$ cat src/logic/azt_pkg.sv
/*
 * Package for the zero-g trim block: register addresses, reset values,
 * field widths, full-scale codes and the carrier structs of the block.
 * Assumes an 8-bit register address space and 14-bit acceleration samples.
 */
package azt_pkg;

	// Register addresses, byte-addressed as the serial register port presents them.
	localparam logic [7:0] AZT_ADDR_OUT_FIRST = 8'h01;
	localparam logic [7:0] AZT_ADDR_OUT_LAST = 8'h06;
	localparam logic [7:0] AZT_ADDR_OUT_X_LSB = 8'h02;
	localparam logic [7:0] AZT_ADDR_OUT_Y_MSB = 8'h03;
	localparam logic [7:0] AZT_ADDR_OUT_Y_LSB = 8'h04;
	localparam logic [7:0] AZT_ADDR_OUT_Z_MSB = 8'h05;
	localparam logic [7:0] AZT_ADDR_TRIM_X = 8'h2f;
	localparam logic [7:0] AZT_ADDR_TRIM_Y = 8'h30;
	localparam logic [7:0] AZT_ADDR_TRIM_Z = 8'h31;

	// Reset value of every trim register.
	localparam logic [7:0] AZT_TRIM_RESET = 8'h00;

	// Trim word width and weight of its least significant bit.
	localparam int AZT_TRIM_W = 8;
	localparam int AZT_TRIM_MG_PER_LSB = 2;

	// Output sample width and the low bits that pad the MSB/LSB byte pair.
	localparam int AZT_SAMPLE_W = 14;
	localparam int AZT_PAD_W = 2;

	// Full-scale range codes: 2 g, 4 g and 8 g.
	localparam logic [1:0] AZT_FS_2G = 2'h0;
	localparam logic [1:0] AZT_FS_4G = 2'h1;
	localparam logic [1:0] AZT_FS_8G = 2'h2;

	// Sample resolution in the 2 g range: 0.25 mg per count, so one trim step is 8 counts.
	localparam int AZT_TRIM_SHIFT_2G = 3;

	// One register access from the serial register port.
	typedef struct packed {
		logic wr;
		logic rd;
		logic [7:0] addr;
		logic [7:0] wdata;
	} azt_reg_req_t;

	// One raw or corrected three-axis sample.
	typedef struct packed {
		logic signed [AZT_SAMPLE_W-1:0] x;
		logic signed [AZT_SAMPLE_W-1:0] y;
		logic signed [AZT_SAMPLE_W-1:0] z;
	} azt_vec_t;

endpackage

$ cat src/logic/azt_zero_g_trim.sv
/*
 * Zero-g trim block: three trim registers on the serial register port, the
 * per-axis correction of each acquired sample and the six output data bytes.
 * Assumes the register port delivers one access per cycle, synchronous to
 * clk_sys, and that the acquisition side pulses sample_valid with a full set.
 */
// How it works
// - Each axis keeps an 8-bit trim word that is read as a signed two's complement number.
// - One trim step is worth 2 mg of acceleration on its axis.
// - The trim reaches from -256 mg to +254 mg, the whole signed 8-bit code space.
// - Each trim is added to its axis sample before the sum lands in output bytes 0x01 to 0x06.
// - Trim writes take effect only in standby; writes while active are dropped.
`timescale 1ns/100ps
module azt_zero_g_trim
	import azt_pkg::*;
#(
	parameter int SAMPLE_W = AZT_SAMPLE_W
) (
	input wire logic clk_sys,
	input wire logic rst,
	input wire azt_reg_req_t reg_req,
	output logic [7:0] reg_rdata,
	output logic reg_rvalid,
	input wire logic active_mode,
	input wire logic [1:0] fs_range,
	input wire logic sample_valid,
	input wire azt_vec_t sample_raw,
	output azt_vec_t sample_out,
	output logic sample_out_valid
);

	////////////////////////////////////////////////////////////////////////////////
	// Helper functions and elaboration checks.

	// A range code outside the table is served as 8 g by the adders.
	function automatic logic fs_range_ok(input logic [1:0] code);
		fs_range_ok = (code == AZT_FS_2G) || (code == AZT_FS_4G) || (code == AZT_FS_8G);
	endfunction

	// Left-justify a sample into its MSB/LSB byte pair, low pad bits zero.
	function automatic logic [15:0] out_word(input logic [SAMPLE_W-1:0] s);
		out_word = {s, {AZT_PAD_W{1'b0}}};
	endfunction

	// Pick one byte of a left-justified output word; the MSB byte sits at the lower address.
	function automatic logic [7:0] out_byte(input logic [15:0] w, input logic low_half);
		out_byte = low_half ? w[7:0] : w[15:8];
	endfunction

	// Address match of one register; shared by the three trim strobes.
	function automatic logic trim_hit(input logic [7:0] addr, input logic [7:0] target);
		trim_hit = (addr == target);
	endfunction

	// The output bytes and the carrier struct are laid out for one sample width only.
	if (SAMPLE_W != AZT_SAMPLE_W) begin : g_bad_width
		$error("azt_zero_g_trim: sample width must match the carrier struct");
	end

	// The pad bits must fill the sample up to a whole byte pair, or the read-back bytes shift.
	if (SAMPLE_W + AZT_PAD_W != 16) begin : g_bad_pad
		$error("azt_zero_g_trim: sample and pad bits must fill two bytes");
	end

	// The 8 g code must be a member of the table that the adders decode.
	if (fs_range_ok(AZT_FS_8G) == 1'b0) begin : g_bad_range
		$error("azt_zero_g_trim: range code table inconsistent");
	end

	// Two ranges sharing a code would make the scaling ambiguous.
	if (AZT_FS_2G == AZT_FS_4G || AZT_FS_4G == AZT_FS_8G || AZT_FS_2G == AZT_FS_8G) begin : g_dup_range
		$error("azt_zero_g_trim: range codes must be distinct");
	end

	logic signed [AZT_TRIM_W-1:0] trim_x_r;
	logic signed [AZT_TRIM_W-1:0] trim_y_r;
	logic signed [AZT_TRIM_W-1:0] trim_z_r;
	azt_vec_t sum_nxt;
	azt_vec_t sample_out_r;
	logic sample_out_valid_r;
	logic [7:0] reg_rdata_r;
	logic reg_rvalid_r;
	logic trim_wr_ok;
	logic trim_x_we;
	logic trim_y_we;
	logic trim_z_we;
	logic [7:0] reg_rdata_nxt;
	logic [15:0] wx;
	logic [15:0] wy;
	logic [15:0] wz;

	////////////////////////////////////////////////////////////////////////////////
	// Trim registers.

	// Standby gate: a write in active mode is dropped silently, the old trim stays in use.
	assign trim_wr_ok = reg_req.wr && !active_mode;

	// One strobe per trim register, each already gated by the standby check.
	assign trim_x_we = trim_wr_ok && trim_hit(reg_req.addr, AZT_ADDR_TRIM_X);
	assign trim_y_we = trim_wr_ok && trim_hit(reg_req.addr, AZT_ADDR_TRIM_Y);
	assign trim_z_we = trim_wr_ok && trim_hit(reg_req.addr, AZT_ADDR_TRIM_Z);

	// X trim; all 256 codes are stored as written, so no clipping narrows the -256..+254 mg span.
	always_ff @(posedge clk_sys or posedge rst) begin
		if (rst) begin
			trim_x_r <= AZT_TRIM_RESET;
		end else if (trim_x_we) begin
			trim_x_r <= reg_req.wdata;
		end
	end

	// Y trim, stored the same way.
	always_ff @(posedge clk_sys or posedge rst) begin
		if (rst) begin
			trim_y_r <= AZT_TRIM_RESET;
		end else if (trim_y_we) begin
			trim_y_r <= reg_req.wdata;
		end
	end

	// Z trim, stored the same way.
	always_ff @(posedge clk_sys or posedge rst) begin
		if (rst) begin
			trim_z_r <= AZT_TRIM_RESET;
		end else if (trim_z_we) begin
			trim_z_r <= reg_req.wdata;
		end
	end

	////////////////////////////////////////////////////////////////////////////////
	// Correction datapath, one adder per axis.

	azt_axis_adder #(.SAMPLE_W(SAMPLE_W)) u_add_x (
		.trim(trim_x_r),
		.fs_range(fs_range),
		.raw(sample_raw.x),
		.sum(sum_nxt.x)
	);

	azt_axis_adder #(.SAMPLE_W(SAMPLE_W)) u_add_y (
		.trim(trim_y_r),
		.fs_range(fs_range),
		.raw(sample_raw.y),
		.sum(sum_nxt.y)
	);

	azt_axis_adder #(.SAMPLE_W(SAMPLE_W)) u_add_z (
		.trim(trim_z_r),
		.fs_range(fs_range),
		.raw(sample_raw.z),
		.sum(sum_nxt.z)
	);

	// Corrected sample is captured once per acquisition; the output registers hold it until the next.
	always_ff @(posedge clk_sys or posedge rst) begin
		if (rst) begin
			sample_out_r <= '0;
		end else if (sample_valid) begin
			sample_out_r <= sum_nxt;
		end
	end

	// The valid strobe follows the acquisition strobe by one cycle and lasts one cycle.
	always_ff @(posedge clk_sys or posedge rst) begin
		if (rst) begin
			sample_out_valid_r <= 1'b0;
		end else begin
			sample_out_valid_r <= sample_valid;
		end
	end

	////////////////////////////////////////////////////////////////////////////////
	// Register read-back.

	assign wx = out_word(sample_out_r.x);
	assign wy = out_word(sample_out_r.y);
	assign wz = out_word(sample_out_r.z);

	// Read multiplexer; unmapped addresses read as zero but still answer, so the host never waits.
	always_comb begin
		unique case (reg_req.addr)
			AZT_ADDR_OUT_FIRST: reg_rdata_nxt = out_byte(wx, 1'b0);
			AZT_ADDR_OUT_X_LSB: reg_rdata_nxt = out_byte(wx, 1'b1);
			AZT_ADDR_OUT_Y_MSB: reg_rdata_nxt = out_byte(wy, 1'b0);
			AZT_ADDR_OUT_Y_LSB: reg_rdata_nxt = out_byte(wy, 1'b1);
			AZT_ADDR_OUT_Z_MSB: reg_rdata_nxt = out_byte(wz, 1'b0);
			AZT_ADDR_OUT_LAST: reg_rdata_nxt = out_byte(wz, 1'b1);
			AZT_ADDR_TRIM_X: reg_rdata_nxt = trim_x_r;
			AZT_ADDR_TRIM_Y: reg_rdata_nxt = trim_y_r;
			AZT_ADDR_TRIM_Z: reg_rdata_nxt = trim_z_r;
			default: reg_rdata_nxt = 8'h00;
		endcase
	end

	// Read data is registered one cycle after the request and held until the next read.
	// The bytes are not latched as a pair, so a sample landing between two byte reads mixes words.
	always_ff @(posedge clk_sys or posedge rst) begin
		if (rst) begin
			reg_rdata_r <= 8'h00;
		end else if (reg_req.rd) begin
			reg_rdata_r <= reg_rdata_nxt;
		end
	end

	// The answer strobe is one pulse per read, unmapped addresses included.
	always_ff @(posedge clk_sys or posedge rst) begin
		if (rst) begin
			reg_rvalid_r <= 1'b0;
		end else begin
			reg_rvalid_r <= reg_req.rd;
		end
	end

	assign reg_rdata = reg_rdata_r;
	assign reg_rvalid = reg_rvalid_r;
	assign sample_out = sample_out_r;
	assign sample_out_valid = sample_out_valid_r;

endmodule

$ cat src/logic/azt_axis_adder.sv
/*
 * One axis of the correction datapath: scales a signed trim word to the
 * sample resolution of the selected range and adds it with saturation.
 * Assumes the range code is held steady while a sample is in flight.
 */
`timescale 1ns/100ps
module azt_axis_adder
	import azt_pkg::*;
#(
	parameter int SAMPLE_W = AZT_SAMPLE_W
) (
	input wire logic signed [AZT_TRIM_W-1:0] trim,
	input wire logic [1:0] fs_range,
	input wire logic signed [SAMPLE_W-1:0] raw,
	output logic signed [SAMPLE_W-1:0] sum
);

	localparam int EXT_W = SAMPLE_W + 2;
	localparam logic signed [EXT_W-1:0] SAT_MAX = EXT_W'((1 <<< (SAMPLE_W - 1)) - 1);
	localparam logic signed [EXT_W-1:0] SAT_MIN = -EXT_W'(1 <<< (SAMPLE_W - 1));

	// The finest range moves the trim up three bits; a narrower word would lose its sign.
	if (SAMPLE_W < AZT_TRIM_W + AZT_TRIM_SHIFT_2G + 1) begin : g_bad_width
		$error("azt_axis_adder: sample width too narrow for the scaled trim");
	end

	logic signed [EXT_W-1:0] trim_ext;
	logic signed [EXT_W-1:0] trim_scaled;
	logic signed [EXT_W-1:0] total;

	// Rescale the 2 mg step to the counts of the range; 8 g gives two counts per step.
	always_comb begin
		trim_ext = EXT_W'(trim);
		unique case (fs_range)
			AZT_FS_2G: trim_scaled = trim_ext <<< AZT_TRIM_SHIFT_2G;
			AZT_FS_4G: trim_scaled = trim_ext <<< (AZT_TRIM_SHIFT_2G - 1);
			default: trim_scaled = trim_ext <<< (AZT_TRIM_SHIFT_2G - 2);
		endcase
	end

	// Saturate rather than wrap, so a large trim never flips the sign of a near-full-scale sample.
	always_comb begin
		total = EXT_W'(raw) + trim_scaled;
		if (total > SAT_MAX)
			sum = SAMPLE_W'(SAT_MAX);
		else if (total < SAT_MIN)
			sum = SAMPLE_W'(SAT_MIN);
		else
			sum = SAMPLE_W'(total);
	end

endmodule

$ cat config.mk
export PLATFORM = sky130hd
export DESIGN_NAME = azt_zero_g_trim
export DESIGN_NICKNAME = d
export VERILOG_FILES = /design/src/logic/azt_pkg.sv /design/src/logic/azt_zero_g_trim.sv /design/src/logic/azt_axis_adder.sv
export SDC_FILE = /design/constraint.sdc
export NUM_CORES = 1
export LEC_CHECK = 0
export BUFFER_PORTS_ARGS = -buffer_cell sky130_fd_sc_hd__buf_4
export CAP_MARGIN = 0
export CORE_UTILIZATION = 37
export CTS_BUF_LIST = sky130_fd_sc_hd__clkbuf_8 sky130_fd_sc_hd__clkbuf_16
export DETAILED_ROUTE_END_ITERATION = 16
export PLACE_DENSITY = 0.54
export SLEW_MARGIN = 10
export SYNTH_ARGS = -nofsm -noshare
export SYNTH_HDL_FRONTEND = slang
export SYNTH_SLANG_ARGS = --single-unit
$ cat constraint.sdc
create_clock -name clk_sys -period 3 [get_ports clk_sys]
set_input_delay 0.15 -clock clk_sys [delete_from_list [all_inputs] [get_ports clk_sys]]
set_output_delay 0.15 -clock clk_sys [all_outputs]
set_load 0.005 [all_outputs]
==> impl_metrics.env <==
export IMPL_n_antenna_cell=0
export IMPL_io_buffers=117
export IMPL_cts_hold_buffers=0
export IMPL_antenna_found_initial=0
export IMPL_pre_cts_ws_ns=-0.125
export IMPL_rr_worst_depth=12
export IMPL_dieArea_um2=16400
export IMPL_synthMostInstantiatedCell="dfrtp_1"
export IMPL_synth_edf_count=0
export IMPL_fp_dieW_um=128
export IMPL_grt_max_degree=77
export IMPL_relSlewSlack=0.330
export IMPL_p_leak_nw=3.57
export IMPL_rsz0062_at_grt="true"
export IMPL_wire_per_inst_um=18.5
export IMPL_p_comb_frac=0.205
export IMPL_core_um2=15400
export IMPL_n_fill_cell=1499
export IMPL_slew_violations=0
export IMPL_ys_warn_count=0
export IMPL_dpl_hpwl_mm=15.1
export IMPL_synthesis_area_um2=5880
export IMPL_end_kind="register"
export IMPL_syn_area_per_cell_um2=8.77
export IMPL_max_cap_viol_count=0
export IMPL_synth_flop_cell="dfrtp_1"
export IMPL_via_count=5733
export IMPL_min_period_over_period=0.983
export IMPL_tritoncts="yes"
export IMPL_yosysUniqueCellTypes=69
export IMPL_overflow=0
export IMPL_synthArstFlopShare=1.00
export IMPL_initial_core_util=0.383
export IMPL_peakVddDrop_mv=0.264
export IMPL_drive_gt1_frac=0.254
export IMPL_synth_top_family_by_area="compound AO/OA/AOI/OAI gates"
export IMPL_cts_buffer_depth=2
export IMPL_crit_arrival_ns=3.18
export IMPL_seq_power_share=0.396
export IMPL_clock_skew_ns=0.00922
export IMPL_cts_made_buffers=9
export IMPL_yosys_top_cells_area="dfrtp_1 (32%), ha_1 (8.9%), mux2_1 (4.8%)"
export IMPL_synth_top_area_share=0.323
export IMPL_placedCellCount=1011
export IMPL_cts_sinks=76
export IMPL_worst_setup_path_type="register to register"
export IMPL_muxShareOfSynthArea=0.104
export IMPL_area_growth_pct=29.8
export IMPL_die_y_um=128
export IMPL_grt_pass1_wl_mm=29.8
export IMPL_synth_commonest_cells="dfrtp_1 (76), nand2_1 (71), nor2_1 (71), a21oi_1 (44), ha_1 (42)"
export IMPL_yosys_area_share_simple=0.181
export IMPL_p_int_mw=2.11
export IMPL_netSwitchingFraction=0.281
export IMPL_synthAdderAreaFrac=0.0996
export IMPL_drt_pre_antenna_iters=5
export IMPL_cts_htree_levels=3
export IMPL_crit_path_start_kind="register"
export IMPL_status="completed"
export IMPL_clkPwrFrac=0.398
export IMPL_required_ns=3.23
export IMPL_fmax_mhz=339
export IMPL_first_iter_violations=364
export IMPL_nNetsFinal=925
export IMPL_routabilityCongestion=0.881
export IMPL_avgViaCountPerCell=5.57
export IMPL_p_sw_mw=0.822
export IMPL_clk_latency_ns=0.35
export IMPL_holdCritPathClass="primary input to register"
export IMPL_rows=45
export IMPL_fin_cells=1030
export IMPL_synth_largest_area_cell="dfrtp_1"
export IMPL_setup_viol=0
export IMPL_netlist_instances=671
export IMPL_io_pins=118
export IMPL_final_util=0.497
export IMPL_wirelength_mm=19.1
export IMPL_drcViolationCount=0
export IMPL_p_per_area_nw_per_um2=383
export IMPL_crit_path_max_fanout=5
export IMPL_grt_pass1_vias=5621
export IMPL_tns_ns=0
export IMPL_whs_path_depth=2
export IMPL_synth_xor_area_share=0.0313
export IMPL_synth_seq_cells=76
export IMPL_path_clk_slew_ns=0.06
export IMPL_synth_compound_area_frac=0.224
export IMPL_synth_seq_area_share=0.323
export IMPL_synth_nets=782
export IMPL_period_needed_ns=2.95
export IMPL_worst_slack_ns=0.0523
export IMPL_cts_root_buffer="clkbuf_16"
export IMPL_hold_viol_final=0
export IMPL_track_usage=0.240
export IMPL_ant_nets=0
export IMPL_tightestPinTransition_ns=1.00
stage by stage:
stage | cell area, um^2 | hold slack (ns) | total power, mW
2_1_floorplan | 5880 | 0.181 | 1.47
4_1_cts | 7560 | 0.0316 | 2.94
5_1_grt | 7640 | 0.0349 | 3.06
3_3_place_gp | 7230 | 0.391 | 1.77
6_report | 7640 | 0.0463 | 2.93
3_5_place_dp | 7230 | 0.393 | 1.77
flip-flops by register name, summed over array words and instances, names as in the netlist:
signal / cells
reg_rdata: 8
reg_rvalid: 1
sample_out: 42
sample_out_valid: 1
trim_x_r: 8
trim_y_r: 8
trim_z_r: 8
layer usage:
metal	wire, um	GRT usage	vias up
met3	952	0.0405	35
met5	0	0	-
met4	528	0.0865	0
li1	-	-	2739
met1	8490	0.311	2765
met2	9100	0.402	194
worst max-delay path: stages (launching register included):
cell and delay, ns:
dfrtp_1 0.42, mux2i_1 0.18, o21ai_1 0.12, ha_1 0.33, nor2b_4 0.15, o31ai_4 0.27, a211oi_2 0.14, o31a_1 0.36
nor2_2 0.19, mux2i_2 0.27, buf_4 0.15, nor2_1 0.03, a211o_1 0.22
layout by cell type (no fill, tap or decap), drive strengths merged, types with 13 or more instances in the layout:
cell type  instances
buf              159
a21oi             45
o21ai             52
inv               27
mux2i             26
a22oi             17
ha                42
mux2              29
nor2              72
xnor2             13
nand2             73
dfrtp             76
worst paths after layout:
path	endpoint	slack [ns]	startpoint
worst min register to register	reg_rdata[2]	0.51	reg_rdata[2]
worst max-delay path	sample_out[25]	0.05	trim_y_r[1]
worst max register to register	sample_out[25]	0.05	trim_y_r[1]
worst min-delay path	trim_y_r[3]	0.05	reg_req[3]
min in group asynchronous	sample_out[13]	0.14	rst
max in group asynchronous	sample_out[23]	2.23	rst
kinds of logic (layout without fill, tap and decap cells):
logic type | Yosys count | after routing
AND/OR/NAND/NOR | 222 | 222
AO/OA/AOI/OAI | 198 | 198
flip-flops | 76 | 76
multiplexers | 55 | 55
buffers and inverters | 54 | 202
adder cells (fa/ha/maj) | 45 | 45
XOR/XNOR | 21 | 21
cell type report:
| class | instances | area, um^2 | area share |
|---|---|---|---|
| timing repair buffer | 159 | 1230 | 0.161 |
| clock inverter | 7 | 92.6 | 0.0121 |
| multi-input combinational | 541 | 3820 | 0.500 |
| tap | 211 | 264 | 0.0346 |
| sequential | 76 | 1900 | 0.249 |
| inverter | 27 | 103 | 0.0134 |
| clock buffer | 9 | 225 | 0.0295 |
power groups by stage:
stage	sequential (mW)	clock [mW]	combinational, mW
final	1.16	1.17	0.601
after CTS	1.16	1.18	0.597
after detailed placement	1.18	0	0.593
after global routing	1.17	1.23	0.664
after floorplan	1.16	0	0.313
after global placement	1.18	0	0.585
timing repair:
item	4_1_cts	5_1_grt
pin swaps	0	14
buffers inserted	0	4
gates resized for setup	4	12
setup endpoints to repair	9	26
Note: power is estimated with default switching activity, not from simulation.
